`config.mk`:
```
export PLATFORM = sky130hd
export DESIGN_NAME = psl_strap_loader
export DESIGN_NICKNAME = d
export VERILOG_FILES = /design/src/psl_pkg.sv /design/src/psl_sync.sv /design/src/psl_mode_decode.sv /design/src/psl_strap_loader.sv
export SDC_FILE = /design/constraint.sdc
export NUM_CORES = 1
export LEC_CHECK = 0
export BUFFER_PORTS_ARGS = -buffer_cell sky130_fd_sc_hd__buf_2
export CORE_MARGIN = 5
export CORE_UTILIZATION = 46
export CTS_BUF_LIST = sky130_fd_sc_hd__clkbuf_4 sky130_fd_sc_hd__clkbuf_8
export DETAILED_ROUTE_END_ITERATION = 12
export GPL_TIMING_DRIVEN = 1
export PLACE_DENSITY_LB_ADDON = 0.25
export RECOVER_POWER = 100
export SYNTH_ARGS = -nofsm -noshare
export SYNTH_HDL_FRONTEND = slang
export SYNTH_SLANG_ARGS = --single-unit
```
`constraint.sdc`:
```
create_clock -name clk -period 1.9 [get_ports clk]
set_input_delay 0 -clock clk [delete_from_list [all_inputs] [get_ports clk]]
set_output_delay 0 -clock clk [all_outputs]
set_load 0.1 [all_outputs]
```
`src/psl_pkg.sv`:
```
/*
  Shared constants and types for the strap configuration loader: register
  offsets and field positions, reset values, mode codes, loader states and the
  structs that carry decoded and active configuration.
  Assumes a 32-bit APB register bus with byte addresses and one word a register.
*/
`default_nettype none
package psl_pkg;

  // ****************************************************************
  // Bus and register map
  // ****************************************************************
  localparam int        APB_AW          = 8;
  localparam int        APB_DW          = 32;
  localparam logic [7:0] OFS_BASIC_CTRL = 8'h00;
  localparam logic [7:0] OFS_ADVERT     = 8'h04;
  localparam logic [7:0] OFS_SPECIAL    = 8'h08;
  localparam logic [7:0] OFS_STRAP_STAT = 8'h0C;
  localparam logic [7:0] OFS_LINK_CFG   = 8'h10;

  // Basic control fields
  localparam int BC_SOFT_RST = 15;
  localparam int BC_SPEED    = 13;
  localparam int BC_ANEG     = 12;
  localparam int BC_PWRDN    = 11;
  localparam int BC_BIT10    = 10;
  localparam int BC_DUPLEX   = 8;

  // Advertisement and special modes fields
  localparam int ADV_LSB     = 5;
  localparam int ADV_W       = 4;
  localparam int SM_ADDR_LSB = 0;
  localparam int SM_ADDR_W   = 5;
  localparam int SM_MODE_LSB = 5;
  localparam int SM_MODE_W   = 3;
  localparam int SM_IFACE    = 14;

  // Strap status and link configuration fields
  localparam int SS_ADDR_LSB    = 0;
  localparam int SS_MODE_LSB    = 4;
  localparam int SS_IFACE       = 8;
  localparam int SS_REGULATOR_DISABLE_STRAP      = 9;
  localparam int SS_REG_SAMPLED = 10;
  localparam int SS_STATE_LSB   = 12;
  localparam int LC_CRS_TX      = 0;
  localparam int LC_REPEATER    = 1;
  localparam int LC_PWRDN       = 2;
  localparam int LC_CORE_REG_EN = 3;

  // ****************************************************************
  // Shared pads and reset values
  // ****************************************************************
  localparam int STRAP_AW  = 3;
  localparam int NUM_PADS  = 6;
  localparam int PAD_ADDR0 = 0;
  localparam int PAD_MODE0 = 3;
  localparam int NUM_SYNC  = NUM_PADS + 4;

  localparam logic [SM_ADDR_W-1:0] ADDR_FIELD_RST = 5'h00;
  localparam logic [SM_MODE_W-1:0] MODE_FIELD_RST = 3'h0;
  localparam logic [3:0]           CTRL_RST       = 4'h0;
  localparam logic [ADV_W-1:0]     ADV_RST        = 4'h0;

  // ****************************************************************
  // Types
  // ****************************************************************
  typedef enum logic [2:0] {
    MODE_10_HALF   = 3'h0,
    MODE_10_FULL   = 3'h1,
    MODE_100_HALF  = 3'h2,
    MODE_100_FULL  = 3'h3,
    MODE_AN_100HD  = 3'h4,
    MODE_REPEATER  = 3'h5,
    MODE_PWRDN     = 3'h6,
    MODE_ALL_CAP   = 3'h7
  } psl_mode_e;

  // Gray coded along reset -> capture -> run -> soft reset -> run
  typedef enum logic [1:0] {
    ST_RESET   = 2'b00,
    ST_CAPTURE = 2'b01,
    ST_RUN     = 2'b11,
    ST_SOFT    = 2'b10
  } psl_state_e;

  // Register loads for one mode code; ctrl is {b13,b12,b10,b8}
  typedef struct packed {
    logic             ctrl_load;
    logic [3:0]       ctrl;
    logic             adv_load;
    logic [ADV_W-1:0] adv;
    logic             crs_tx;
    logic             repeater;
    logic             power_down;
  } psl_mode_cfg_s;

  // Active configuration handed to the 10/100 logic
  typedef struct packed {
    logic                 speed100;
    logic                 aneg_en;
    logic                 bit10;
    logic                 full_duplex;
    logic                 power_down;
    logic [ADV_W-1:0]     adv;
    logic                 crs_tx;
    logic                 repeater;
    logic                 rmii_sel;
    logic [SM_ADDR_W-1:0] mgmt_addr;
  } psl_phy_cfg_s;

endpackage : psl_pkg
`default_nettype wire

```
`src/psl_sync.sv`:
```
/*
  Two flip-flop synchroniser for a bundle of asynchronous levels.
  Assumes each bit is an independent level; multi-bit words are not coherent.
*/
`timescale 1ns/10ps
`default_nettype none
module psl_sync #(
  parameter int W = 1
) (
  input  wire logic         clk,     // System clock
  input  wire logic         sys_rst, // Synchronous reset, active high
  input  wire logic [W-1:0] d,       // Asynchronous levels
  output logic      [W-1:0] q        // Synchronised levels
);

  logic [W-1:0] meta_q;
  logic [W-1:0] meta_d;
  logic [W-1:0] sync_d;

  // ****************************************************************
  // Next values
  // ****************************************************************
  always_comb begin
    meta_d = d;
    sync_d = meta_q;
  end

  // Two stages; first stage feeds only the second
  always_ff @(posedge clk) begin
    if (sys_rst) begin
      meta_q <= '0;
      q      <= '0;
    end else begin
      meta_q <= meta_d;
      q      <= sync_d;
    end
  end

endmodule : psl_sync
`default_nettype wire

```
`src/psl_mode_decode.sv`:
```
/*
  Maps a three-bit operating mode code onto the control and advertisement
  register loads and the carrier sense and repeater behaviour.
  Pure combinational; the caller registers the result.
*/
`timescale 1ns/10ps
`default_nettype none
module psl_mode_decode
  import psl_pkg::*;
(
  input  wire logic [SM_MODE_W-1:0] mode, // Mode code
  output psl_mode_cfg_s             cfg   // Register loads for that code
);

  // ****************************************************************
  // Mode table
  // ****************************************************************
  always_comb begin
    cfg = '0;
    case (psl_mode_e'(mode))
      MODE_10_HALF: begin
        cfg.ctrl_load = 1'b1;
        cfg.ctrl      = 4'h0;
        cfg.crs_tx    = 1'b1;
      end
      MODE_10_FULL: begin
        cfg.ctrl_load = 1'b1;
        cfg.ctrl      = 4'h1;
      end
      MODE_100_HALF: begin
        cfg.ctrl_load = 1'b1;
        cfg.ctrl      = 4'h8;
        cfg.crs_tx    = 1'b1;
      end
      MODE_100_FULL: begin
        cfg.ctrl_load = 1'b1;
        cfg.ctrl      = 4'h9;
      end
      MODE_AN_100HD: begin
        cfg.ctrl_load = 1'b1;
        cfg.ctrl      = 4'hC;
        cfg.adv_load  = 1'b1;
        cfg.adv       = 4'h4;
        cfg.crs_tx    = 1'b1;
      end
      MODE_REPEATER: begin
        cfg.ctrl_load = 1'b1;
        cfg.ctrl      = 4'hC;
        cfg.adv_load  = 1'b1;
        cfg.adv       = 4'h4;
        cfg.repeater  = 1'b1;
      end
      MODE_PWRDN: begin
        cfg.power_down = 1'b1;
      end
      MODE_ALL_CAP: begin
        cfg.ctrl_load = 1'b1;
        cfg.ctrl      = 4'hD;
        cfg.adv_load  = 1'b1;
        cfg.adv       = 4'hF;
        cfg.crs_tx    = 1'b1;
      end
      default: begin
        cfg = '0;
      end
    endcase
  end

endmodule : psl_mode_decode
`default_nettype wire

```
`src/psl_strap_loader.sv`:
```
/*
  Strap configuration loader: samples the management address, operating mode,
  interface select and regulator straps, loads the configuration registers
  from them and exposes those registers on an APB slave.
  Assumes clk is the reference clock, sys_rst is power-on reset, and all pad
  and pin inputs are asynchronous to clk.
*/
// Behaviour
// - three address straps select address 0..7
// - software may rewrite address field, beyond 7
// - address straps share rx pins, sampled in reset
// - hardware reset release loads regs from mode
// - soft reset ignores straps, uses register values
// - codes 000/001 force 10 Mb/s half/full
// - codes 010/011 force 100 Mb/s half/full
// - code 100 autoneg advertising 100 half only
// - code 101 repeater, same ctrl and adv loads as 100, crs_tx off
// - code 111 autoneg with all abilities advertised
// - mode straps share rx pins, sampled in reset
// - interface strap latched at reset release, high=RMII
// - interface mode bit loaded and shows mode
// - regulator strap high at power-on disables regulator
// - regulator strap low or floating enables regulator
// - address latched at reset end, matches frames
`timescale 1ns/10ps
`default_nettype none
module psl_strap_loader
  import psl_pkg::*;
(
  input  wire logic                 clk,                     // Reference clock, 40 MHz
  input  wire logic                 sys_rst,                 // Power-on reset, sync, active high
  input  wire logic                 hw_reset_n,              // Hardware reset pin, active low
  input  wire logic                 supply_ok,               // Supplies within spec
  input  wire logic [NUM_PADS-1:0]  strap_pad_i,             // Shared rx pads, input side
  output logic      [NUM_PADS-1:0]  strap_pad_o,             // Shared rx pads, output side
  output logic      [NUM_PADS-1:0]  strap_pad_oe,            // Shared rx pads, drive enable
  input  wire logic [NUM_PADS-1:0]  rx_drive_d,              // Receive data for the pads
  input  wire logic                 iface_select_strap,      // High selects RMII
  input  wire logic                 regulator_disable_strap, // High keeps regulator off
  input  wire logic                 psel,                    // APB select
  input  wire logic                 penable,                 // APB enable
  input  wire logic                 pwrite,                  // APB write
  input  wire logic [APB_AW-1:0]    paddr,                   // APB byte address
  input  wire logic [APB_DW-1:0]    pwdata,                  // APB write data
  output logic      [APB_DW-1:0]    prdata,                  // APB read data
  output logic                      pready,                  // APB ready
  output logic                      pslverr,                 // APB error, unmapped
  input  wire logic [SM_ADDR_W-1:0] frame_addr,              // Address field of a frame
  output logic                      addr_match,              // Frame is for this device
  output psl_phy_cfg_s              phy_cfg,                 // Active configuration
  output logic                      core_regulator_en,       // Internal regulator on
  output logic                      in_reset                 // Loader held in reset
);

  // ****************************************************************
  // Declarations
  // ****************************************************************
  logic [NUM_SYNC-1:0]  sync_q;
  logic [NUM_PADS-1:0]  pads_s;
  logic                 hw_n_s;
  logic                 iface_s;
  logic                 regulator_disable_strap_s;
  logic                 supply_s;

  psl_state_e           state_q, state_d;
  logic [STRAP_AW-1:0]  strap_addr_q, strap_addr_d;
  logic [SM_MODE_W-1:0] strap_mode_q, strap_mode_d;
  logic                 strap_iface_q, strap_iface_d;

  logic [3:0]           ctrl_q, ctrl_d;
  logic                 pwrdn_q, pwrdn_d;
  logic [ADV_W-1:0]     adv_q, adv_d;
  logic                 crs_tx_q, crs_tx_d;
  logic                 repeater_q, repeater_d;
  logic [SM_MODE_W-1:0] mode_field_q, mode_field_d;
  logic [SM_ADDR_W-1:0] addr_field_q, addr_field_d;
  logic                 iface_q, iface_d;

  logic                 supply_prev_q, supply_prev_d;
  logic                 reg_sampled_q, reg_sampled_d;
  logic                 regulator_disable_strap_q, regulator_disable_strap_d;

  logic [APB_DW-1:0]    prdata_q, prdata_d;
  logic                 pslverr_q, pslverr_d;
  logic [NUM_PADS-1:0]  pad_o_q, pad_o_d;
  logic                 pad_oe_q, pad_oe_d;

  logic [SM_MODE_W-1:0] dec_mode;
  psl_mode_cfg_s        dec_cfg;
  logic                 setup_ph;
  logic                 wr_en;
  logic                 soft_req;
  logic                 hit;
  logic [APB_DW-1:0]    rd_mux;

  // ****************************************************************
  // Pin synchronisers
  // ****************************************************************
  psl_sync #(
    .W (NUM_SYNC)
  ) u_sync (
    .clk     (clk),
    .sys_rst (sys_rst),
    .d       ({supply_ok, regulator_disable_strap, iface_select_strap, hw_reset_n, strap_pad_i}),
    .q       (sync_q)
  );

  // Split synchronised bundle
  assign pads_s   = sync_q[NUM_PADS-1:0];
  assign hw_n_s   = sync_q[NUM_PADS];
  assign iface_s  = sync_q[NUM_PADS+1];
  assign regulator_disable_strap_s = sync_q[NUM_PADS+2];
  assign supply_s = sync_q[NUM_PADS+3];

  // ****************************************************************
  // Mode decoder
  // ****************************************************************
  // Straps after hardware reset, register field after soft reset
  assign dec_mode = (state_q == ST_CAPTURE) ? strap_mode_q : mode_field_q;

  psl_mode_decode u_decode (
    .mode (dec_mode),
    .cfg  (dec_cfg)
  );

  // ****************************************************************
  // Bus decode
  // ****************************************************************
  // Writes land only once the loader runs
  assign setup_ph = psel & ~penable;
  assign wr_en    = psel & penable & pwrite & (state_q == ST_RUN);
  assign soft_req = wr_en & (paddr == OFS_BASIC_CTRL) & pwdata[BC_SOFT_RST];

  // Read mux and address hit
  always_comb begin
    rd_mux = '0;
    hit    = 1'b1;
    case (paddr)
      OFS_BASIC_CTRL: begin
        rd_mux[BC_SOFT_RST] = (state_q == ST_SOFT);
        rd_mux[BC_SPEED]    = ctrl_q[3];
        rd_mux[BC_ANEG]     = ctrl_q[2];
        rd_mux[BC_PWRDN]    = pwrdn_q;
        rd_mux[BC_BIT10]    = ctrl_q[1];
        rd_mux[BC_DUPLEX]   = ctrl_q[0];
      end
      OFS_ADVERT: begin
        rd_mux[ADV_LSB +: ADV_W] = adv_q;
      end
      OFS_SPECIAL: begin
        rd_mux[SM_ADDR_LSB +: SM_ADDR_W] = addr_field_q;
        rd_mux[SM_MODE_LSB +: SM_MODE_W] = mode_field_q;
        rd_mux[SM_IFACE]                 = iface_q;
      end
      OFS_STRAP_STAT: begin
        rd_mux[SS_ADDR_LSB +: STRAP_AW]  = strap_addr_q;
        rd_mux[SS_MODE_LSB +: SM_MODE_W] = strap_mode_q;
        rd_mux[SS_IFACE]                 = strap_iface_q;
        rd_mux[SS_REGULATOR_DISABLE_STRAP]                = regulator_disable_strap_q;
        rd_mux[SS_REG_SAMPLED]           = reg_sampled_q;
        rd_mux[SS_STATE_LSB +: 2]        = state_q;
      end
      OFS_LINK_CFG: begin
        rd_mux[LC_CRS_TX]      = crs_tx_q;
        rd_mux[LC_REPEATER]    = repeater_q;
        rd_mux[LC_PWRDN]       = pwrdn_q;
        rd_mux[LC_CORE_REG_EN] = reg_sampled_q & ~regulator_disable_strap_q;
      end
      default: begin
        hit = 1'b0;
      end
    endcase
  end

  // ****************************************************************
  // Loader state machine
  // ****************************************************************
  // Pin reset overrides every state
  always_comb begin
    state_d = state_q;
    case (state_q)
      ST_RESET: begin
        if (hw_n_s) begin
          state_d = ST_CAPTURE;
        end
      end
      ST_CAPTURE: begin
        state_d = ST_RUN;
      end
      ST_RUN: begin
        if (soft_req) begin
          state_d = ST_SOFT;
        end
      end
      ST_SOFT: begin
        state_d = ST_RUN;
      end
      default: begin
        state_d = ST_RESET;
      end
    endcase
    if (!hw_n_s) begin
      state_d = ST_RESET;
    end
  end

  // ****************************************************************
  // Strap holding registers
  // ****************************************************************
  // Captured once, on the edge that sees reset released
  always_comb begin
    strap_addr_d  = strap_addr_q;
    strap_mode_d  = strap_mode_q;
    strap_iface_d = strap_iface_q;
    if ((state_q == ST_RESET) && hw_n_s) begin
      strap_addr_d  = pads_s[PAD_ADDR0 +: STRAP_AW];
      strap_mode_d  = pads_s[PAD_MODE0 +: SM_MODE_W];
      strap_iface_d = iface_s;
    end
  end

  // ****************************************************************
  // Configuration registers
  // ****************************************************************
  always_comb begin
    ctrl_d       = ctrl_q;
    pwrdn_d      = pwrdn_q;
    adv_d        = adv_q;
    crs_tx_d     = crs_tx_q;
    repeater_d   = repeater_q;
    mode_field_d = mode_field_q;
    addr_field_d = addr_field_q;
    iface_d      = iface_q;
    case (state_q)
      ST_RESET: begin
        ctrl_d       = CTRL_RST;
        pwrdn_d      = 1'b0;
        adv_d        = ADV_RST;
        crs_tx_d     = 1'b0;
        repeater_d   = 1'b0;
        mode_field_d = MODE_FIELD_RST;
        addr_field_d = ADDR_FIELD_RST;
        iface_d      = 1'b0;
      end
      ST_CAPTURE, ST_SOFT: begin
        if (dec_cfg.ctrl_load) begin
          ctrl_d = dec_cfg.ctrl;
        end
        if (dec_cfg.adv_load) begin
          adv_d = dec_cfg.adv;
        end
        pwrdn_d    = dec_cfg.power_down;
        crs_tx_d   = dec_cfg.crs_tx;
        repeater_d = dec_cfg.repeater;
        if (state_q == ST_CAPTURE) begin
          mode_field_d = strap_mode_q;
          addr_field_d = {{(SM_ADDR_W-STRAP_AW){1'b0}}, strap_addr_q};
          iface_d      = strap_iface_q;
        end
      end
      ST_RUN: begin
        if (wr_en && (paddr == OFS_BASIC_CTRL)) begin
          ctrl_d  = {pwdata[BC_SPEED], pwdata[BC_ANEG], pwdata[BC_BIT10], pwdata[BC_DUPLEX]};
          pwrdn_d = pwdata[BC_PWRDN];
        end
        if (wr_en && (paddr == OFS_ADVERT)) begin
          adv_d = pwdata[ADV_LSB +: ADV_W];
        end
        if (wr_en && (paddr == OFS_SPECIAL)) begin
          addr_field_d = pwdata[SM_ADDR_LSB +: SM_ADDR_W];
          mode_field_d = pwdata[SM_MODE_LSB +: SM_MODE_W];
        end
      end
      default: begin
        ctrl_d = CTRL_RST;
      end
    endcase
  end

  // ****************************************************************
  // Regulator strap, sampled once per power-on
  // ****************************************************************
  always_comb begin
    supply_prev_d = supply_s;
    reg_sampled_d = reg_sampled_q;
    regulator_disable_strap_d      = regulator_disable_strap_q;
    if (supply_s && !supply_prev_q && !reg_sampled_q) begin
      regulator_disable_strap_d      = regulator_disable_strap_s;
      reg_sampled_d = 1'b1;
    end
  end

  // ****************************************************************
  // Bus answer and pad drive
  // ****************************************************************
  always_comb begin
    prdata_d  = prdata_q;
    pslverr_d = pslverr_q;
    if (setup_ph) begin
      prdata_d  = rd_mux;
      pslverr_d = ~hit;
    end
    pad_o_d  = rx_drive_d;
    pad_oe_d = (state_d == ST_RUN) || (state_d == ST_SOFT);
  end

  // ****************************************************************
  // Registers
  // ****************************************************************
  always_ff @(posedge clk) begin
    if (sys_rst) begin
      state_q       <= ST_RESET;
      strap_addr_q  <= '0;
      strap_mode_q  <= MODE_FIELD_RST;
      strap_iface_q <= 1'b0;
      ctrl_q        <= CTRL_RST;
      pwrdn_q       <= 1'b0;
      adv_q         <= ADV_RST;
      crs_tx_q      <= 1'b0;
      repeater_q    <= 1'b0;
      mode_field_q  <= MODE_FIELD_RST;
      addr_field_q  <= ADDR_FIELD_RST;
      iface_q       <= 1'b0;
      supply_prev_q <= 1'b0;
      reg_sampled_q <= 1'b0;
      regulator_disable_strap_q      <= 1'b0;
      prdata_q      <= '0;
      pslverr_q     <= 1'b0;
      pad_o_q       <= '0;
      pad_oe_q      <= 1'b0;
    end else begin
      state_q       <= state_d;
      strap_addr_q  <= strap_addr_d;
      strap_mode_q  <= strap_mode_d;
      strap_iface_q <= strap_iface_d;
      ctrl_q        <= ctrl_d;
      pwrdn_q       <= pwrdn_d;
      adv_q         <= adv_d;
      crs_tx_q      <= crs_tx_d;
      repeater_q    <= repeater_d;
      mode_field_q  <= mode_field_d;
      addr_field_q  <= addr_field_d;
      iface_q       <= iface_d;
      supply_prev_q <= supply_prev_d;
      reg_sampled_q <= reg_sampled_d;
      regulator_disable_strap_q      <= regulator_disable_strap_d;
      prdata_q      <= prdata_d;
      pslverr_q     <= pslverr_d;
      pad_o_q       <= pad_o_d;
      pad_oe_q      <= pad_oe_d;
    end
  end

  // ****************************************************************
  // Outputs
  // ****************************************************************
  assign prdata       = prdata_q;
  assign pslverr      = pslverr_q;
  assign pready       = psel & penable;
  assign strap_pad_o  = pad_o_q;
  assign strap_pad_oe = {NUM_PADS{pad_oe_q}};
  assign in_reset     = (state_q == ST_RESET);

  // Frames answered only at the active address
  assign addr_match = (frame_addr == addr_field_q) && (state_q == ST_RUN);

  // Regulator on once the strap is sampled, unless it read high
  assign core_regulator_en = reg_sampled_q & ~regulator_disable_strap_q;

  // Active configuration from the registers
  always_comb begin
    phy_cfg             = '0;
    phy_cfg.speed100    = ctrl_q[3];
    phy_cfg.aneg_en     = ctrl_q[2];
    phy_cfg.bit10       = ctrl_q[1];
    phy_cfg.full_duplex = ctrl_q[0];
    phy_cfg.power_down  = pwrdn_q;
    phy_cfg.adv         = adv_q;
    phy_cfg.crs_tx      = crs_tx_q;
    phy_cfg.repeater    = repeater_q;
    phy_cfg.rmii_sel    = iface_q;
    phy_cfg.mgmt_addr   = addr_field_q;
  end

endmodule : psl_strap_loader
`default_nettype wire

```
* Yosys cells after proc, flatten, opt, wreduce, memory -nomap -nowiden
Index checks and enable logic that the tools add are counted.
** Storage, ports and cells
- Bits of input ports :: 66
- Flip-flop bits (word level) :: 76
- Word-level logic and storage cells :: 115
- Output and inout bits :: 66
** Cells by class
- Bitwise gates (word level) :: 10
- Muxes and demuxes :: 39
- Eq/ne operators :: 23
- Reduce and logical (&&, ||, !) cells :: 22
** Operators by type and width (count)
- $pmux 5 s6 :: 1
- $pmux 4 s3 :: 2
- $pmux 3 s3 :: 2
- $eq 8x4->1 const B :: 2
- $mux 4 :: 4
- $pmux 5 s3 :: 1
- $pmux 1 s2 :: 7
- $eq 3x3->1 const B :: 4
- $ne 2x1->1 const B :: 6
- $pmux 2 s3 :: 2
- $mux 1 :: 10
- $mux 5 :: 2
- $pmux 5 s2 :: 1
- $eq 2x2->1 const B :: 4
- $eq 8x3->1 const B :: 1
- $eq 8x5->1 const B :: 1
- $logic_not 8->1 :: 1
- $reduce_and 2->1 :: 4
- $and 1x1->1 :: 7
- $logic_and 1x1->1 :: 7
- $eq 3x2->1 const B :: 2
- $mux 3 :: 2
- $pmux 1 s3 :: 2
- $eq 5x5->1 :: 1
- other kinds (13) :: 18

* Depth between registers and ports, before layout
Gate-level depths: netlist of the first run.
- Depth after elaboration :: 10
- Mapped depth :: 6
- Mapped depth without buffers :: 6

* By module
Synthesis of the first run repeated with hierarchy kept, for this count alone.
** Second synthesis, totals
- Cells, all modules :: 387
- Area total of the unflattened synthesis :: 3572.2 µm²
** Modules (own cells, without submodules)
- psl_strap_loader :: instances 1, seq. area each 1121.1 µm², cells an instance 328, area each 2850.2 µm²
- psl_sync :: instances 1, seq. area each 400.4 µm², cells an instance 42, area each 618.1 µm²
- psl_mode_decode :: instances 1, seq. area each 0.0 µm², cells an instance 17, area each 103.8 µm²

* Least setup slack after synthesis of the first run
Ideal clock, no wire load.
- Path kind :: reg2reg
- Start :: register reg_sampled_q
- End :: register prdata_q[3] (netlist: prdata[3])
- Path slack :: -0.329 ns
- Stages on the path, launching flop included :: 4
- Data arrival time :: 2.157 ns
- Clock period less this slack :: 2.229 ns
- Setup time :: 0.072 ns
- Data required time :: 1.828 ns
- Path buffers :: 0
- Cells stage by stage :: dfxtp_1 nor2b_1 a32oi_1 a21oi_1
** Between the ends
- Longest elaborated chain between the ends :: 2
** Ends and longest elaborated chain
- start: declaration :: line psl_strap_loader.sv:80 : logic reg_sampled_q, reg_sampled_d;
- start signal: assignment :: line psl_strap_loader.sv:345 : reg_sampled_q <= reg_sampled_d;
- $and 1x1->1
- named net core_regulator_en :: line psl_strap_loader.sv:51 : output logic core_regulator_en,
- $pmux 1 s2 :: line psl_strap_loader.sv:138 : case (paddr)
- end signal: assignment :: line psl_strap_loader.sv:347 : prdata_q <= prdata_d;
- end: declaration :: line psl_strap_loader.sv:83 : logic [APB_DW-1:0] prdata_q, prdata_d;
The timed path passes the listed nets, and every way through them passes these cells.
A chain may end at the register's enable or synchronous reset.

* Worst setup path in the final report of the first run
- Start :: register state_q[1]
- End :: register ctrl_q[3]
** Between the ends
- Longest elaborated chain between the ends :: 7
- Elaborated cells on any way between the ends :: 22
- Those cells by class :: eq/ne (11); mux (4); bitwise (1); reduce/logical (6)
** Ends and longest elaborated chain
- start: declaration :: line psl_strap_loader.sv:65 : psl_state_e state_q, state_d;
- start signal: assignment :: line psl_strap_loader.sv:332 : state_q <= state_d;
- $eq 2x1->1 :: line psl_strap_loader.sv:119, psl_strap_loader.sv:234
- $mux 3
- $eq 3x3->1 :: line psl_mode_decode.sv:20 : case (psl_mode_e'(mode))
- $reduce_or 2->1 (no line)
- $pmux 5 s6 :: line psl_mode_decode.sv:20
- $mux 4 / $ne 2x1->1 (equally long branches)
- $pmux 4 s3 / $reduce_and 2->1 (equally long branches)
- end signal: assignment :: line psl_strap_loader.sv:336 : ctrl_q <= ctrl_d;
- end: declaration :: line psl_strap_loader.sv:70 : logic [3:0] ctrl_q, ctrl_d;
Several ways; a longest one is shown, not always the timed one. The select of a mux whose other input is x is not followed.

==> results of run 1 <==
worst max-delay path: stages (launching register included):
cell     delay (ns)
dfxtp_2        0.34
inv_2          0.09
ha_4           0.17
mux2_4         0.34
nor4_4         0.31
a21o_2         0.17
mux2_4         0.30
report_power, final:
group          internal (uW)  total [uW]  switching, uW
Sequential              1630        1640           13.8
Combinational            121         502            382
Clock                    890        1480            588
Total                   2640        3620            983
sequential cells by signal (all words and copies together), names as in the netlist, 2 cells and up:
name,cells
prdata,16
u_sync.meta_q,10
u_sync.q,10
strap_pad_o,6
addr_field_q,5
adv_q,4
ctrl_q,4
mode_field_q,3
strap_addr_q,3
strap_mode_q,3
state_q,2
cell type report:
cell class,count,area (um2),share of cell area (%)
well taps,99,124,2.75
flip-flops and latches,76,1530,34.0
clock inverters,6,113,2.50
inverters,9,33.8,0.751
repair buffers,145,831,18.5
clock buffers,10,131,2.92
multi-input cells,274,1740,38.6
worst min path at each step:
| stage | endpoint | depth (start not counted) | slack (ns) |
|---|---|---|---|
| 2_1_floorplan | strap_pad_o[0] | 1 | 0.13 |
| 3_3_place_gp | u_sync.meta_q[6] | 2 | 0.21 |
| 3_5_place_dp | u_sync.meta_q[3] | 2 | 0.21 |
| 4_1_cts | pwrdn_q | 3 | 0.01 |
| 5_1_grt | pwrdn_q | 3 | 0.03 |
| 6_report | pwrdn_q | 3 | 0.03 |
kinds of logic (layout without fill, tap and decap cells):
kind of cell    count (synthesis)  count (layout)  share of synthesized area [%]
mux                            26              26                           8.01
compound gates                 81              81                           14.5
xor+xnor                        5               5                           1.26
other cells                     1              16                          0.108
fa+ha+maj                       5               5                           1.80
flops                          76              76                           43.7
simple gates                  141             141                           21.5
buf+inv                        56             170                           9.16
per-layer routing:
layer,wire [um],vias up
li1,-,1574
met1,4020,1515
met2,4510,121
met3,686,12
met4,97,0
met5,0,-
synthesized netlist by cell type (4+ instances only):
library cell  number
mux2i_1           17
nor4_1             5
xor2_1             4
nand2_1           41
dfxtp_1           76
a32oi_1            4
and2_1             7
nand4_1            6
a22o_1            10
a21oi_1           31
ha_1               5
nand3_1           21
mux2_2             7
nor2_1             9
inv_1              8
nor2b_1           36
clkbuf_1          18
o21ai_0           18
buf_4             26
per-stage QoR:
| step | setup slack [ns] | instances | TNS [ns] |
|---|---|---|---|
| after CTS | 0.000180 | 619 | 0 |
| after floorplan | 0.0202 | 406 | 0 |
| after detailed placement | -0.0275 | 584 | -0.0714 |
| after global routing | -0.00780 | 619 | -0.0197 |
| after global placement | 0.0166 | 584 | 0 |
| final | 0.0625 | 619 | 0 |
what timing repair did:
action,CTS,global route
setup buffers,0,0
hold endpoints to repair,19,0
pin swaps,0,1
hold buffers,19,0
resized for setup,3,5
endpoints found under the setup margin,3,9
placed cells by master (no fill, tap or decap), types with 4 or more instances in the layout:
cell type       n
mux2_2          6
dfxtp_1        72
mux2i_1        16
nor4_1          4
conb_1         16
and2_1          5
nor2b_1        36
xor2_1          4
a21oi_1        31
buf_4          19
clkbuf_2       12
nand3_1        21
a22o_1         10
inv_1           7
nand4_1         6
clkbuf_1       46
nand2_1        41
clkbuf_8        9
dlygate4sd3_1  19
ha_1            4
nor2_1          9
buf_2          46
o21ai_0        17
a32oi_1         4
==> results.tsv, run 1 <==
stage	metric	value	unit
timing	hold_viol_final	0	
critical_path	crit_start	state_q[1]	
global_route	grt_pass1_vias	3089	
timing	worst_pin_slew	1.19	ns
global_route	grt.total_usage	19.6	%
die	die_h	97.0	um
global_route	use_met2	33.5	%
global_route	grt-busiest-layer	met2	
detailed_routing	drtPass1Iterations	5	
critical_path	startpoint_type	register	
detailed_routing	drt_iter0_drc	205	
critical_path	r2r.worst_path.cells	6	
detailed_routing	viasPerCell	5.21	
timing	fin_skew	0.0108	ns
die	initial_utilization	47.5	%
final_layout	layout-drive-gt1-share	22.9	%
final_layout	fillers	674	
yosys	yosysWarnings	0	
placed_design	place_congestion	0.910	
worst_hold_path	hp-class	primary input to register	
pwr	power	3620	uW
detailed_routing	drtAntennaViolNets	0	
timing	finalSetupViolations	0	
yosys	syn_area	0.00348	mm2
clock_network	cts_buffers	9	
critical_path	setup.worst_path.end	ctrl_q[3]	
clock_network	cts_num_sinks	76	
yosys	synth-edff-count	0	
global_route	grt_first_pass_wirelength	15100	um
final_layout	diodes	0	
placed_design	post_dp_cell_area	0.00412	mm2
clock_network	cts.path.max_buffers	2	
critical_path	regToRegStartpoint	state_q[1]	
pwr	power_density	805	mW/mm2
yosys	synthTopCellsByArea	dfxtp_1 44%, nor2b_1 6.5%, buf_4 5.6%	
yosys	synth-seq-area-share	43.7	%
final_layout	stdcell_area	0.00450	mm2
global_route	grt_max_degree	36	
clock_network	cts_htree_levels	3	
pwr	peakVddDrop	0.835	mV
clock_network	cts_root_buf	clkbuf_8	
global_route	grt.met1_usage	23.9	%
yosys	synth_top_cell_by_area	dfxtp_1	
job	maxCapViolations	0	
timing	worst_hold_slack	0.0290	ns
global_route	overflow	0	
final_layout	layout.nets	586	
critical_path	crit_fanout	4	
yosys	ys.flop_type	dfxtp_1	
timing	fin_crit_sh	96.7	%
yosys	synthCells	391	
outcome	status	completed	
critical_path	r2r-end	ctrl_q[3]	
critical_path	endpoint_kind	register	
die	io_pins	132	
global_route	antenna_found_initial	0	
placed_design	place_hpwl	6910	um
die	die_w	97.0	um
detailed_routing	totalWireLength	9310	um
critical_path	worstPathRequired	2.13	ns
yosys	avgSynthCellArea	8.91	um2
placed_design	port_buffers	97	
critical_path	crit_type	register to register	
detailed_routing	drc	0	
critical_path	regToRegSetupSlack	0.06	ns
yosys	yosysTopAreaCellShare	43.7	%
detailed_routing	wl_per_cell	15.0	um
worst_hold_path	hold_start	pwdata[11]	
die	fp-row-count	31	
timing	slew-limit-headroom	21.0	%
detailed_routing	vias	3222	
timing	period_needed	1.84	ns
yosys	ys_async_sr_fraction	0	%
final_layout	utilization	61.3	%
clock_network	cts_tree	built	
critical_path	cp_data_arrival_time	2.07	ns
pwr	power_leakage	0.00178	uW
yosys	yosysUniqueCellTypes	47	
clock_network	insertion_delay	0.34	ns
global_route	use_met3	5.18	%
die	core_area	0.00733	mm2
yosys	ys_ff_latch	76	
die	die_area	0.00941	mm2
timing	fmax	544	MHz
clock_network	path_clk_slew	0.08	ns
final_layout	area_growth	29.1	%
timing	finalMaxSlewViolations	0	
No activity file was read; power rests on OpenSTA's default activity.
==> run 2, diff against run 1 <==
Settings changed: SYNTH_HIERARCHICAL from default to 1.
==> results.tsv, run 2 <==
stage	metric	value	unit	change
yosys	ys_ff_latch	76		unchanged
critical_path	startpoint_type	register		unchanged
die	core_area	0.00765	mm2	was 0.00733 mm2
final_layout	final_cells	596		was 619
yosys	syn_area	0.00357	mm2	was 0.00348 mm2
final_layout	final_cell_mix	74 x dfxtp_1, 48 x buf_2, 36 x a21oi_1		was 72 x dfxtp_1, 46 x buf_2, 46 x clkbuf_1
die	io_pins	132		unchanged
worst_hold_path	hp-class	primary input to register		unchanged
timing	hold_viol_final	0		unchanged
final_layout	largest_reg_flops	16		unchanged
worst_hold_path	holdPathEnd	prdata[4]		was pwrdn_q
clock_network	insertion_delay	0.35	ns	was 0.34 ns
yosys	synth_top_cell_by_area	dfxtp_1		unchanged
critical_path	r2r-end	adv_q[2]		was ctrl_q[3]
die	die_w	98.1	um	was 97.0 um
detailed_routing	drt_iter0_drc	129		was 205
placed_design	place_hpwl	6550	um	was 6910 um
final_layout	diodes	0		unchanged
final_layout	fillers	737		was 674
die	initial_utilization	46.7	%	was 47.5%
outcome	status	completed		unchanged
critical_path	crit_start	state_q[0]		was state_q[1]
clock_network	cts_buffers	9		unchanged
die	fp-row-count	32		was 31
die	die_h	98.1	um	was 97.0 um
global_route	grt_pass1_vias	2903		was 3089
detailed_routing	viasPerCell	5.22		was 5.21
global_route	grt_first_pass_wirelength	14200	um	was 15100 um
yosys	synth_xor_area_share	1.47	%	was 1.26%
timing	finalSetupViolations	0		unchanged
yosys	synth-seq-area-share	42.6	%	was 43.7%
clock_network	cts_tree	built		unchanged
clock_network	path_clk_slew	0.08	ns	about the same
yosys	avgSynthCellArea	9.23	um2	was 8.91 um2
final_layout	area_growth	24.6	%	was 29.1%
yosys	yosysUniqueCellTypes	47		unchanged
pwr	seq_power_share	48.5	%	was 45.3%
critical_path	slowest_delay	0.50	ns	was 0.34 ns
pwr	combPwrFrac	13.8	%	was 13.9%
global_route	overflow	0		unchanged
pwr	clock_power_share	37.7	%	was 40.8%
global_route	grt.total_usage	18.2	%	was 19.6%
timing	slew-limit-headroom	20.8	%	was 21.0%
final_layout	layout.nets	562		was 586
placed_design	dpl.cell_count	563		was 584
critical_path	r2r.worst_path.cells	6		unchanged
yosys	yosysMostFrequentCell	dfxtp_1		unchanged
pwr	power_leakage	0.00169	uW	was 0.00178 uW
global_route	antenna_found_initial	0		unchanged
pwr	switching_share	28.0	%	was 27.2%
pwr	p_int	2430	uW	was 2640 uW
yosys	synthTopCellsByArea	dfxtp_1 43%, buf_4 6.3%, a21oi_1 5.2%		was dfxtp_1 44%, nor2b_1 6.5%, buf_4 5.6%
clock_network	cts_htree_levels	3		unchanged
critical_path	crit_type	register to register		unchanged
yosys	yosys.area_share.simple	23.0	%	was 21.5%
clock_network	cts.path.max_buffers	2		unchanged
timing	period_needed	1.85	ns	was 1.84 ns
yosys	synth_top_family_by_area	simple AND/OR/NAND/NOR gates		unchanged
detailed_routing	vias	3110		was 3222
critical_path	endpoint_kind	register		unchanged
placed_design	place_congestion	0.821		was 0.910
timing	fmax	540	MHz	was 544 MHz
detailed_routing	drc	0		unchanged
worst_hold_path	worstHoldPathCells	3		unchanged
final_layout	layout-drive-gt1-share	27.1	%	was 22.9%
yosys	yosysTopAreaCellShare	42.6	%	was 43.7%
critical_path	regToRegStartpoint	state_q[0]		was state_q[1]
critical_path	regToRegSetupSlack	0.05	ns	was 0.06 ns
job	maxCapViolations	0		unchanged
timing	finalMaxSlewViolations	0		unchanged
pwr	p_sw	948	uW	was 983 uW
yosys	synth-edff-count	0		unchanged
detailed_routing	drtAntennaViolNets	0		unchanged
yosys	ys_async_sr_fraction	0	%	unchanged
yosys	yosys.area_share.adder	2.10	%	was 1.80%
yosys	ys.flop_type	dfxtp_1		unchanged
pwr	power	3380	uW	was 3620 uW
detailed_routing	drtPass1Iterations	4		was 5
clock_network	cts_root_buf	clkbuf_8		unchanged
yosys	yosysWarnings	6		was 0
pwr	power_density	760	mW/mm2	was 805 mW/mm2
placed_design	port_buffers	97		unchanged
yosys	synth_compound_area_share	17.9	%	was 14.5%
critical_path	crit_fanout	7		was 4
pwr	peakVddDrop	0.460	mV	was 0.835 mV
timing	fin_skew	0.00820	ns	was 0.0108 ns
timing	worst_pin_slew	1.19	ns	about the same
global_route	grt_max_degree	31		was 36
critical_path	worstPathCellList	ha_4 -> mux2_4 -> a21boi_4 -> nor2b_2 -> or4_1 -> a21oi_1		was inv_2 -> ha_4 -> mux2_4 -> nor4_4 -> a21o_2 -> mux2_4
detailed_routing	wl_per_cell	15.2	um	was 15.0 um
critical_path	cp_slowest_cell	or4_1		was dfxtp_2
critical_path	cp_data_arrival_time	2.13	ns	was 2.07 ns
clock_network	cts_num_sinks	76		unchanged
critical_path	worstPathRequired	2.18	ns	was 2.13 ns
final_layout	final_common_cell	dfxtp_1		unchanged
yosys	synth_common_cells	76 x dfxtp_1, 37 x a21oi_1, 30 x buf_4		was 76 x dfxtp_1, 41 x nand2_1, 36 x nor2b_1
die	die_area	0.00963	mm2	was 0.00941 mm2
worst_hold_path	hold_start	paddr[3]		was pwdata[11]
detailed_routing	totalWireLength	9070	um	was 9310 um
timing	fin_crit_sh	97.4	%	was 96.7%
timing	rsz0062_at_grt	true		
yosys	synthMuxAreaShare	2.45	%	was 8.01%
yosys	synthCells	387		was 391
-- run 2: metal layers --
| layer | global-route usage [%] | wire length (um) | vias up |
|---|---|---|---|
| met5 | 0 | 0 | - |
| met2 | 30.2 | 4370 | 96 |
| li1 | - | - | 1520 |
| met3 | 5.14 | 537 | 12 |
| met4 | 5.86 | 133 | 0 |
| met1 | 22.9 | 4030 | 1482 |
-- run 2: worst max path at each step --
stage,to,slack (ns),cells past startpoint
2_1_floorplan,addr_match,-0.24,3
3_3_place_gp,ctrl_q[3],0.02,7
3_5_place_dp,adv_q[2],-0.02,8
4_1_cts,adv_q[2],0.04,8
5_1_grt,adv_q[3],-0.02,7
6_report,adv_q[2],0.05,6
-- run 2: area by class of cell --
class / instances / area, um2 / share of cell area, %
clock buffer: 12 / 159 / 3.57
clock inverter: 3 / 46.3 / 1.04
inverter: 8 / 30.0 / 0.675
multi-input combinational: 264 / 1800 / 40.6
sequential: 76 / 1520 / 34.3
tap: 102 / 128 / 2.87
timing repair buffer: 131 / 758 / 17.0
-- run 2: power groups by stage --
stage | Combinational, uW | Clock, uW | Sequential (uW)
2_1_floorplan | 316 | 0 | 1730
3_3_place_gp | 437 | 0 | 1670
3_5_place_dp | 441 | 0 | 1680
4_1_cts | 470 | 1300 | 1640
5_1_grt | 492 | 1370 | 1640
6_report | 467 | 1280 | 1640
-- run 2: cells by family (layout without fill, tap and decap cells) --
group	count (synthesis)	count (layout)
and+or+nand+nor	133	133
buffers and inverters	62	154
xor gates and xnor gates	6	6
AOI/OAI and AO/OA	94	94
adders and majority gates	6	6
other	2	17
muxes	8	8
DFF	76	76
-- run 2: critical path: cells and delay by family (launching register included) --
| family | cells | cell delay, ns |
|---|---|---|
| adders and majority gates | 1 | 0.18 |
| AOI/OAI and AO/OA | 2 | 0.29 |
| DFF | 1 | 0.39 |
| and+or+nand+nor | 2 | 0.57 |
| muxes | 1 | 0.35 |
-- run 2: metrics by stage --
step	hold WS [ns]	TNS, ns	utilization [%]	setup WS [ns]	area (um2)
after floorplan	0.128	-0.333	-	-0.236	3670
after global placement	0.207	0	53.3	0.0201	4080
after detailed placement	0.214	-0.0252	53.3	-0.0185	4080
after CTS	0.00640	0	58.4	0.0447	4470
after global routing	0.0110	-0.0491	58.2	-0.0214	4450
final	0.00983	0	58.2	0.0495	4450
-- run 2: timing repair --
action | CTS | global route
cloned | 0 | 0
resized for setup | 2 | 10
endpoints found under the setup margin | 8 | 8
endpoints found under the hold margin | 18 | 0
hold buffers | 18 | 0
buffers inserted | 0 | 0
pin swaps | 0 | 1
==> run 3, diff against run 2 <==
Settings changed: ABC_AREA from default to 1, CORE_UTILIZATION 46 to 47.
==> results.tsv, run 3 <==
stage	metric	value	unit	change
outcome	status	completed		unchanged
pwr	power_leakage	0.00218	uW	was 0.00169 uW
critical_path	cpLargestDelayFamily	buffers and inverters		was simple AND/OR/NAND/NOR gates
die	die_h	99.8	um	was 98.1 um
critical_path	worstPathCellList	buf_4 -> ha_4 -> inv_2 -> a21oi_1 -> nand4_1 -> nor4_4 -> buf_4		was ha_4 -> mux2_4 -> a21boi_4 -> nor2b_2 -> or4_1 -> a21oi_1
final_layout	utilization	59.7	%	was 58.2%
clock_network	cts_tree	built		unchanged
critical_path	regToRegSetupSlack	0.13	ns	was 0.05 ns
worst_hold_path	hp-class	primary input to register		unchanged
clock_network	cts_root_buf	clkbuf_8		unchanged
critical_path	cp_data_arrival_time	1.83	ns	was 2.13 ns
final_layout	final_cell_mix	88 x nand2_1, 72 x nor2_1, 70 x dfxtp_1		was 74 x dfxtp_1, 48 x buf_2, 36 x a21oi_1
global_route	overflow	0		unchanged
critical_path	endpoint_kind	output port		was register
yosys	synthTopCellsByArea	dfxtp_1 40%, nand2_1 8.6%, nand3_1 7.4%		was dfxtp_1 43%, buf_4 6.3%, a21oi_1 5.2%
clock_network	cts_num_sinks	76		unchanged
timing	rsz0062_at_grt	true		unchanged
placed_design	post_dp_cell_area	0.00421	mm2	was 0.00408 mm2
critical_path	crit_fanout	4		was 7
die	die_w	99.8	um	was 98.1 um
final_layout	largest_reg_flops	16		unchanged
detailed_routing	totalWireLength	9940	um	was 9070 um
pwr	p_sw	1120	uW	was 948 uW
detailed_routing	drc	0		unchanged
timing	tns	0	ns	unchanged
worst_hold_path	holdPathEnd	pwrdn_q		was prdata[4]
timing	fin_skew	0.0117	ns	was 0.00820 ns
yosys	synth-seq-area-share	40.2	%	was 42.6%
critical_path	r2r-end	ctrl_q[3]		was adv_q[2]
yosys	synth_common_cells	87 x nand2_1, 76 x dfxtp_1, 73 x nor2_1		was 76 x dfxtp_1, 37 x a21oi_1, 30 x buf_4
detailed_routing	wl_per_cell	13.5	um	was 15.2 um
die	initial_utilization	48.7	%	was 46.7%
final_layout	area_growth	22.5	%	was 24.6%
yosys	ys_async_sr_fraction	0	%	unchanged
yosys	yosysWarnings	6		unchanged
timing	final.setup.worst_slack	0.0741	ns	was 0.0495 ns
pwr	switching_share	29.3	%	was 28.0%
detailed_routing	drtPass1Iterations	5		was 4
job	maxCapViolations	0		unchanged
global_route	grt_pass1_vias	3335		was 2903
final_layout	stdcell_area	0.00464	mm2	was 0.00445 mm2
critical_path	crit_type	register to output port		was register to register
die	core_area	0.00777	mm2	was 0.00765 mm2
detailed_routing	viasPerCell	4.93		was 5.22
critical_path	critPathBufInv	3		was 0
critical_path	cp_slowest_cell	dfxtp_2		was or4_1
placed_design	pre_cts_slack	-0.0744	ns	was -0.0185 ns
timing	finalMaxSlewViolations	0		unchanged
critical_path	startpoint_type	register		unchanged
critical_path	worstPathRequired	1.90	ns	was 2.18 ns
yosys	yosysUniqueCellTypes	37		was 47
timing	slew-limit-headroom	19.3	%	was 20.8%
timing	period_needed	1.83	ns	was 1.85 ns
critical_path	cp.depth	7		was 6
clock_network	cts_htree_levels	3		unchanged
yosys	synth-edff-count	0		unchanged
clock_network	cts_buffers	9		unchanged
pwr	power_density	824	mW/mm2	was 760 mW/mm2
yosys	ys.flop_type	dfxtp_1		unchanged
yosys	yosysTopAreaCellShare	40.2	%	was 42.6%
critical_path	regToRegStartpoint	state_q[1]		was state_q[0]
detailed_routing	drtAntennaViolNets	0		unchanged
placed_design	place_hpwl	7120	um	was 6550 um
pwr	p_int	2700	uW	was 2430 uW
yosys	syn_area	0.00379	mm2	was 0.00357 mm2
pwr	power	3820	uW	was 3380 uW
pwr	seq_power_share	43.7	%	was 48.5%
final_layout	final_common_cell	nand2_1		was dfxtp_1
worst_hold_path	hold_start	pwdata[11]		was paddr[3]
clock_network	insertion_delay	0.34	ns	was 0.35 ns
timing	worst_pin_slew	1.22	ns	was 1.19 ns
critical_path	r2r.worst_path.cells	13		was 6
detailed_routing	drt_iter0_drc	148		was 129
die	io_pins	132		unchanged
clock_network	cts.path.max_buffers	2		unchanged
final_layout	layout-drive-gt1-share	20.2	%	was 27.1%
final_layout	diodes	0		unchanged
yosys	synth_top_cell_by_area	dfxtp_1		unchanged
timing	fin_crit_sh	96.1	%	was 97.4%
global_route	grt_max_degree	45		was 31
yosys	avgSynthCellArea	7.16	um2	was 9.23 um2
final_layout	fillers	791		was 737
detailed_routing	vias	3631		was 3110
pwr	combPwrFrac	16.5	%	was 13.8%
timing	fmax	548	MHz	was 540 MHz
critical_path	slowest_delay	0.35	ns	was 0.50 ns
die	fp-row-count	32		unchanged
global_route	grt.total_usage	19.6	%	was 18.2%
yosys	synthCells	529		was 387
final_layout	layout.nets	701		was 562
placed_design	port_buffers	97		unchanged
clock_network	path_clk_slew	0.07	ns	was 0.08 ns
die	die_area	0.00995	mm2	was 0.00963 mm2
pwr	peakVddDrop	0.607	mV	was 0.460 mV
yosys	ys_ff_latch	76		unchanged
pwr	clock_power_share	39.8	%	was 37.7%
timing	finalSetupViolations	0		unchanged
global_route	antenna_found_initial	0		unchanged
placed_design	place_congestion	0.836		was 0.821
critical_path	cpMostUsedCell	buf_4		
worst_hold_path	worstHoldPathCells	5		was 3
timing	hold_viol_final	0		unchanged
global_route	grt_first_pass_wirelength	15700	um	was 14200 um
yosys	yosysMostFrequentCell	nand2_1		was dfxtp_1
==> run 3: cell count changes after synthesis, sizes merged, moves of 5 or more <==
cell and delta:
nor2 +70, nand2 +64, inv +60, nand3 +40, nor2b -36, o21ai +21
a22oi -17, clkbuf -9, buf +8, a22o -7, or4 -7, mux2 -6
or3 -6, xnor2 -5
==> run 3: worst max-delay path by stage <==
stage	startpoint	endpoint
floorplan	state_q[0]	addr_match
global placement	state_q[1]	ctrl_q[0]
detailed placement	state_q[1]	ctrl_q[3]
CTS	state_q[0]	addr_match
global route	state_q[1]	ctrl_q[3]
finish	state_q[0]	addr_match
==> run 3: worst reg2reg max path, stage by stage (launching register included) <==
cell and delay (ns):
dfxtp_2 0.33, inv_2 0.07, ha_4 0.17, nand2_1 0.08
o21ai_2 0.08, inv_1 0.09, inv_2 0.12, nand2_2 0.10
nor2_4 0.11, inv_2 0.03, or2_4 0.28, nand3_1 0.10
nand2_1 0.06, nor2_2 0.09
==> run 3: routing by layer <==
layer | GRT usage (%) | vias to the layer above | wire [um] | part of all wire, %
met4 | 8.09 | 0 | 221 | 2.2
li1 | - | 1824 | - | -
met3 | 4.35 | 21 | 724 | 7.3
met5 | 0 | - | 0 | 0
met1 | 24.1 | 1656 | 4190 | 42
met2 | 32.9 | 130 | 4810 | 48
==> run 3: metrics by stage <==
stage	hold WS [ns]	cells
after detailed placement	0.207	699
final	0.0684	736
after CTS	0.0494	734
after floorplan	0.107	544
after global routing	0.0656	736
after global placement	0.197	699
==> run 3: power groups by stage <==
stage          Combinational (uW)  Clock [uW]  Sequential, uW
2_1_floorplan                 354           0            1870
5_1_grt                       671        1620            1680
4_1_cts                       636        1550            1670
3_3_place_gp                  596           0            1700
6_report                      632        1520            1670
3_5_place_dp                  604           0            1710
==> run 3: timing repair <==
| action | 4_1_cts | 5_1_grt |
|---|---|---|
| cloned | 0 | 0 |
| hold buffers | 19 | 0 |
| gates resized for setup | 3 | 10 |
| endpoints found under the hold margin | 19 | 0 |
| setup endpoints to repair | 5 | 9 |
| buffers inserted | 0 | 2 |
| pin swaps | 1 | 3 |
==> run 3: cell type report <==
cell class | count | area [um2] | area share (%)
clock inverter | 5 | 108 | 2.32
sequential | 76 | 1530 | 33.0
timing repair buffer | 127 | 727 | 15.7
inverter | 70 | 264 | 5.69
clock buffer | 11 | 145 | 3.13
tap | 102 | 128 | 2.75
multi-input combinational | 345 | 1730 | 37.4
==> run 3: logic make-up after synthesis <==
| kind of cell | after synthesis | synth area share (%) |
|---|---|---|
| other cells | 2 | 0.198 |
| simple gates | 238 | 28.6 |
| xor+xnor | 2 | 0.463 |
| fa+ha+maj | 6 | 1.98 |
| compound gates | 82 | 11.9 |
| buf+inv | 123 | 16.7 |
| flops | 76 | 40.2 |
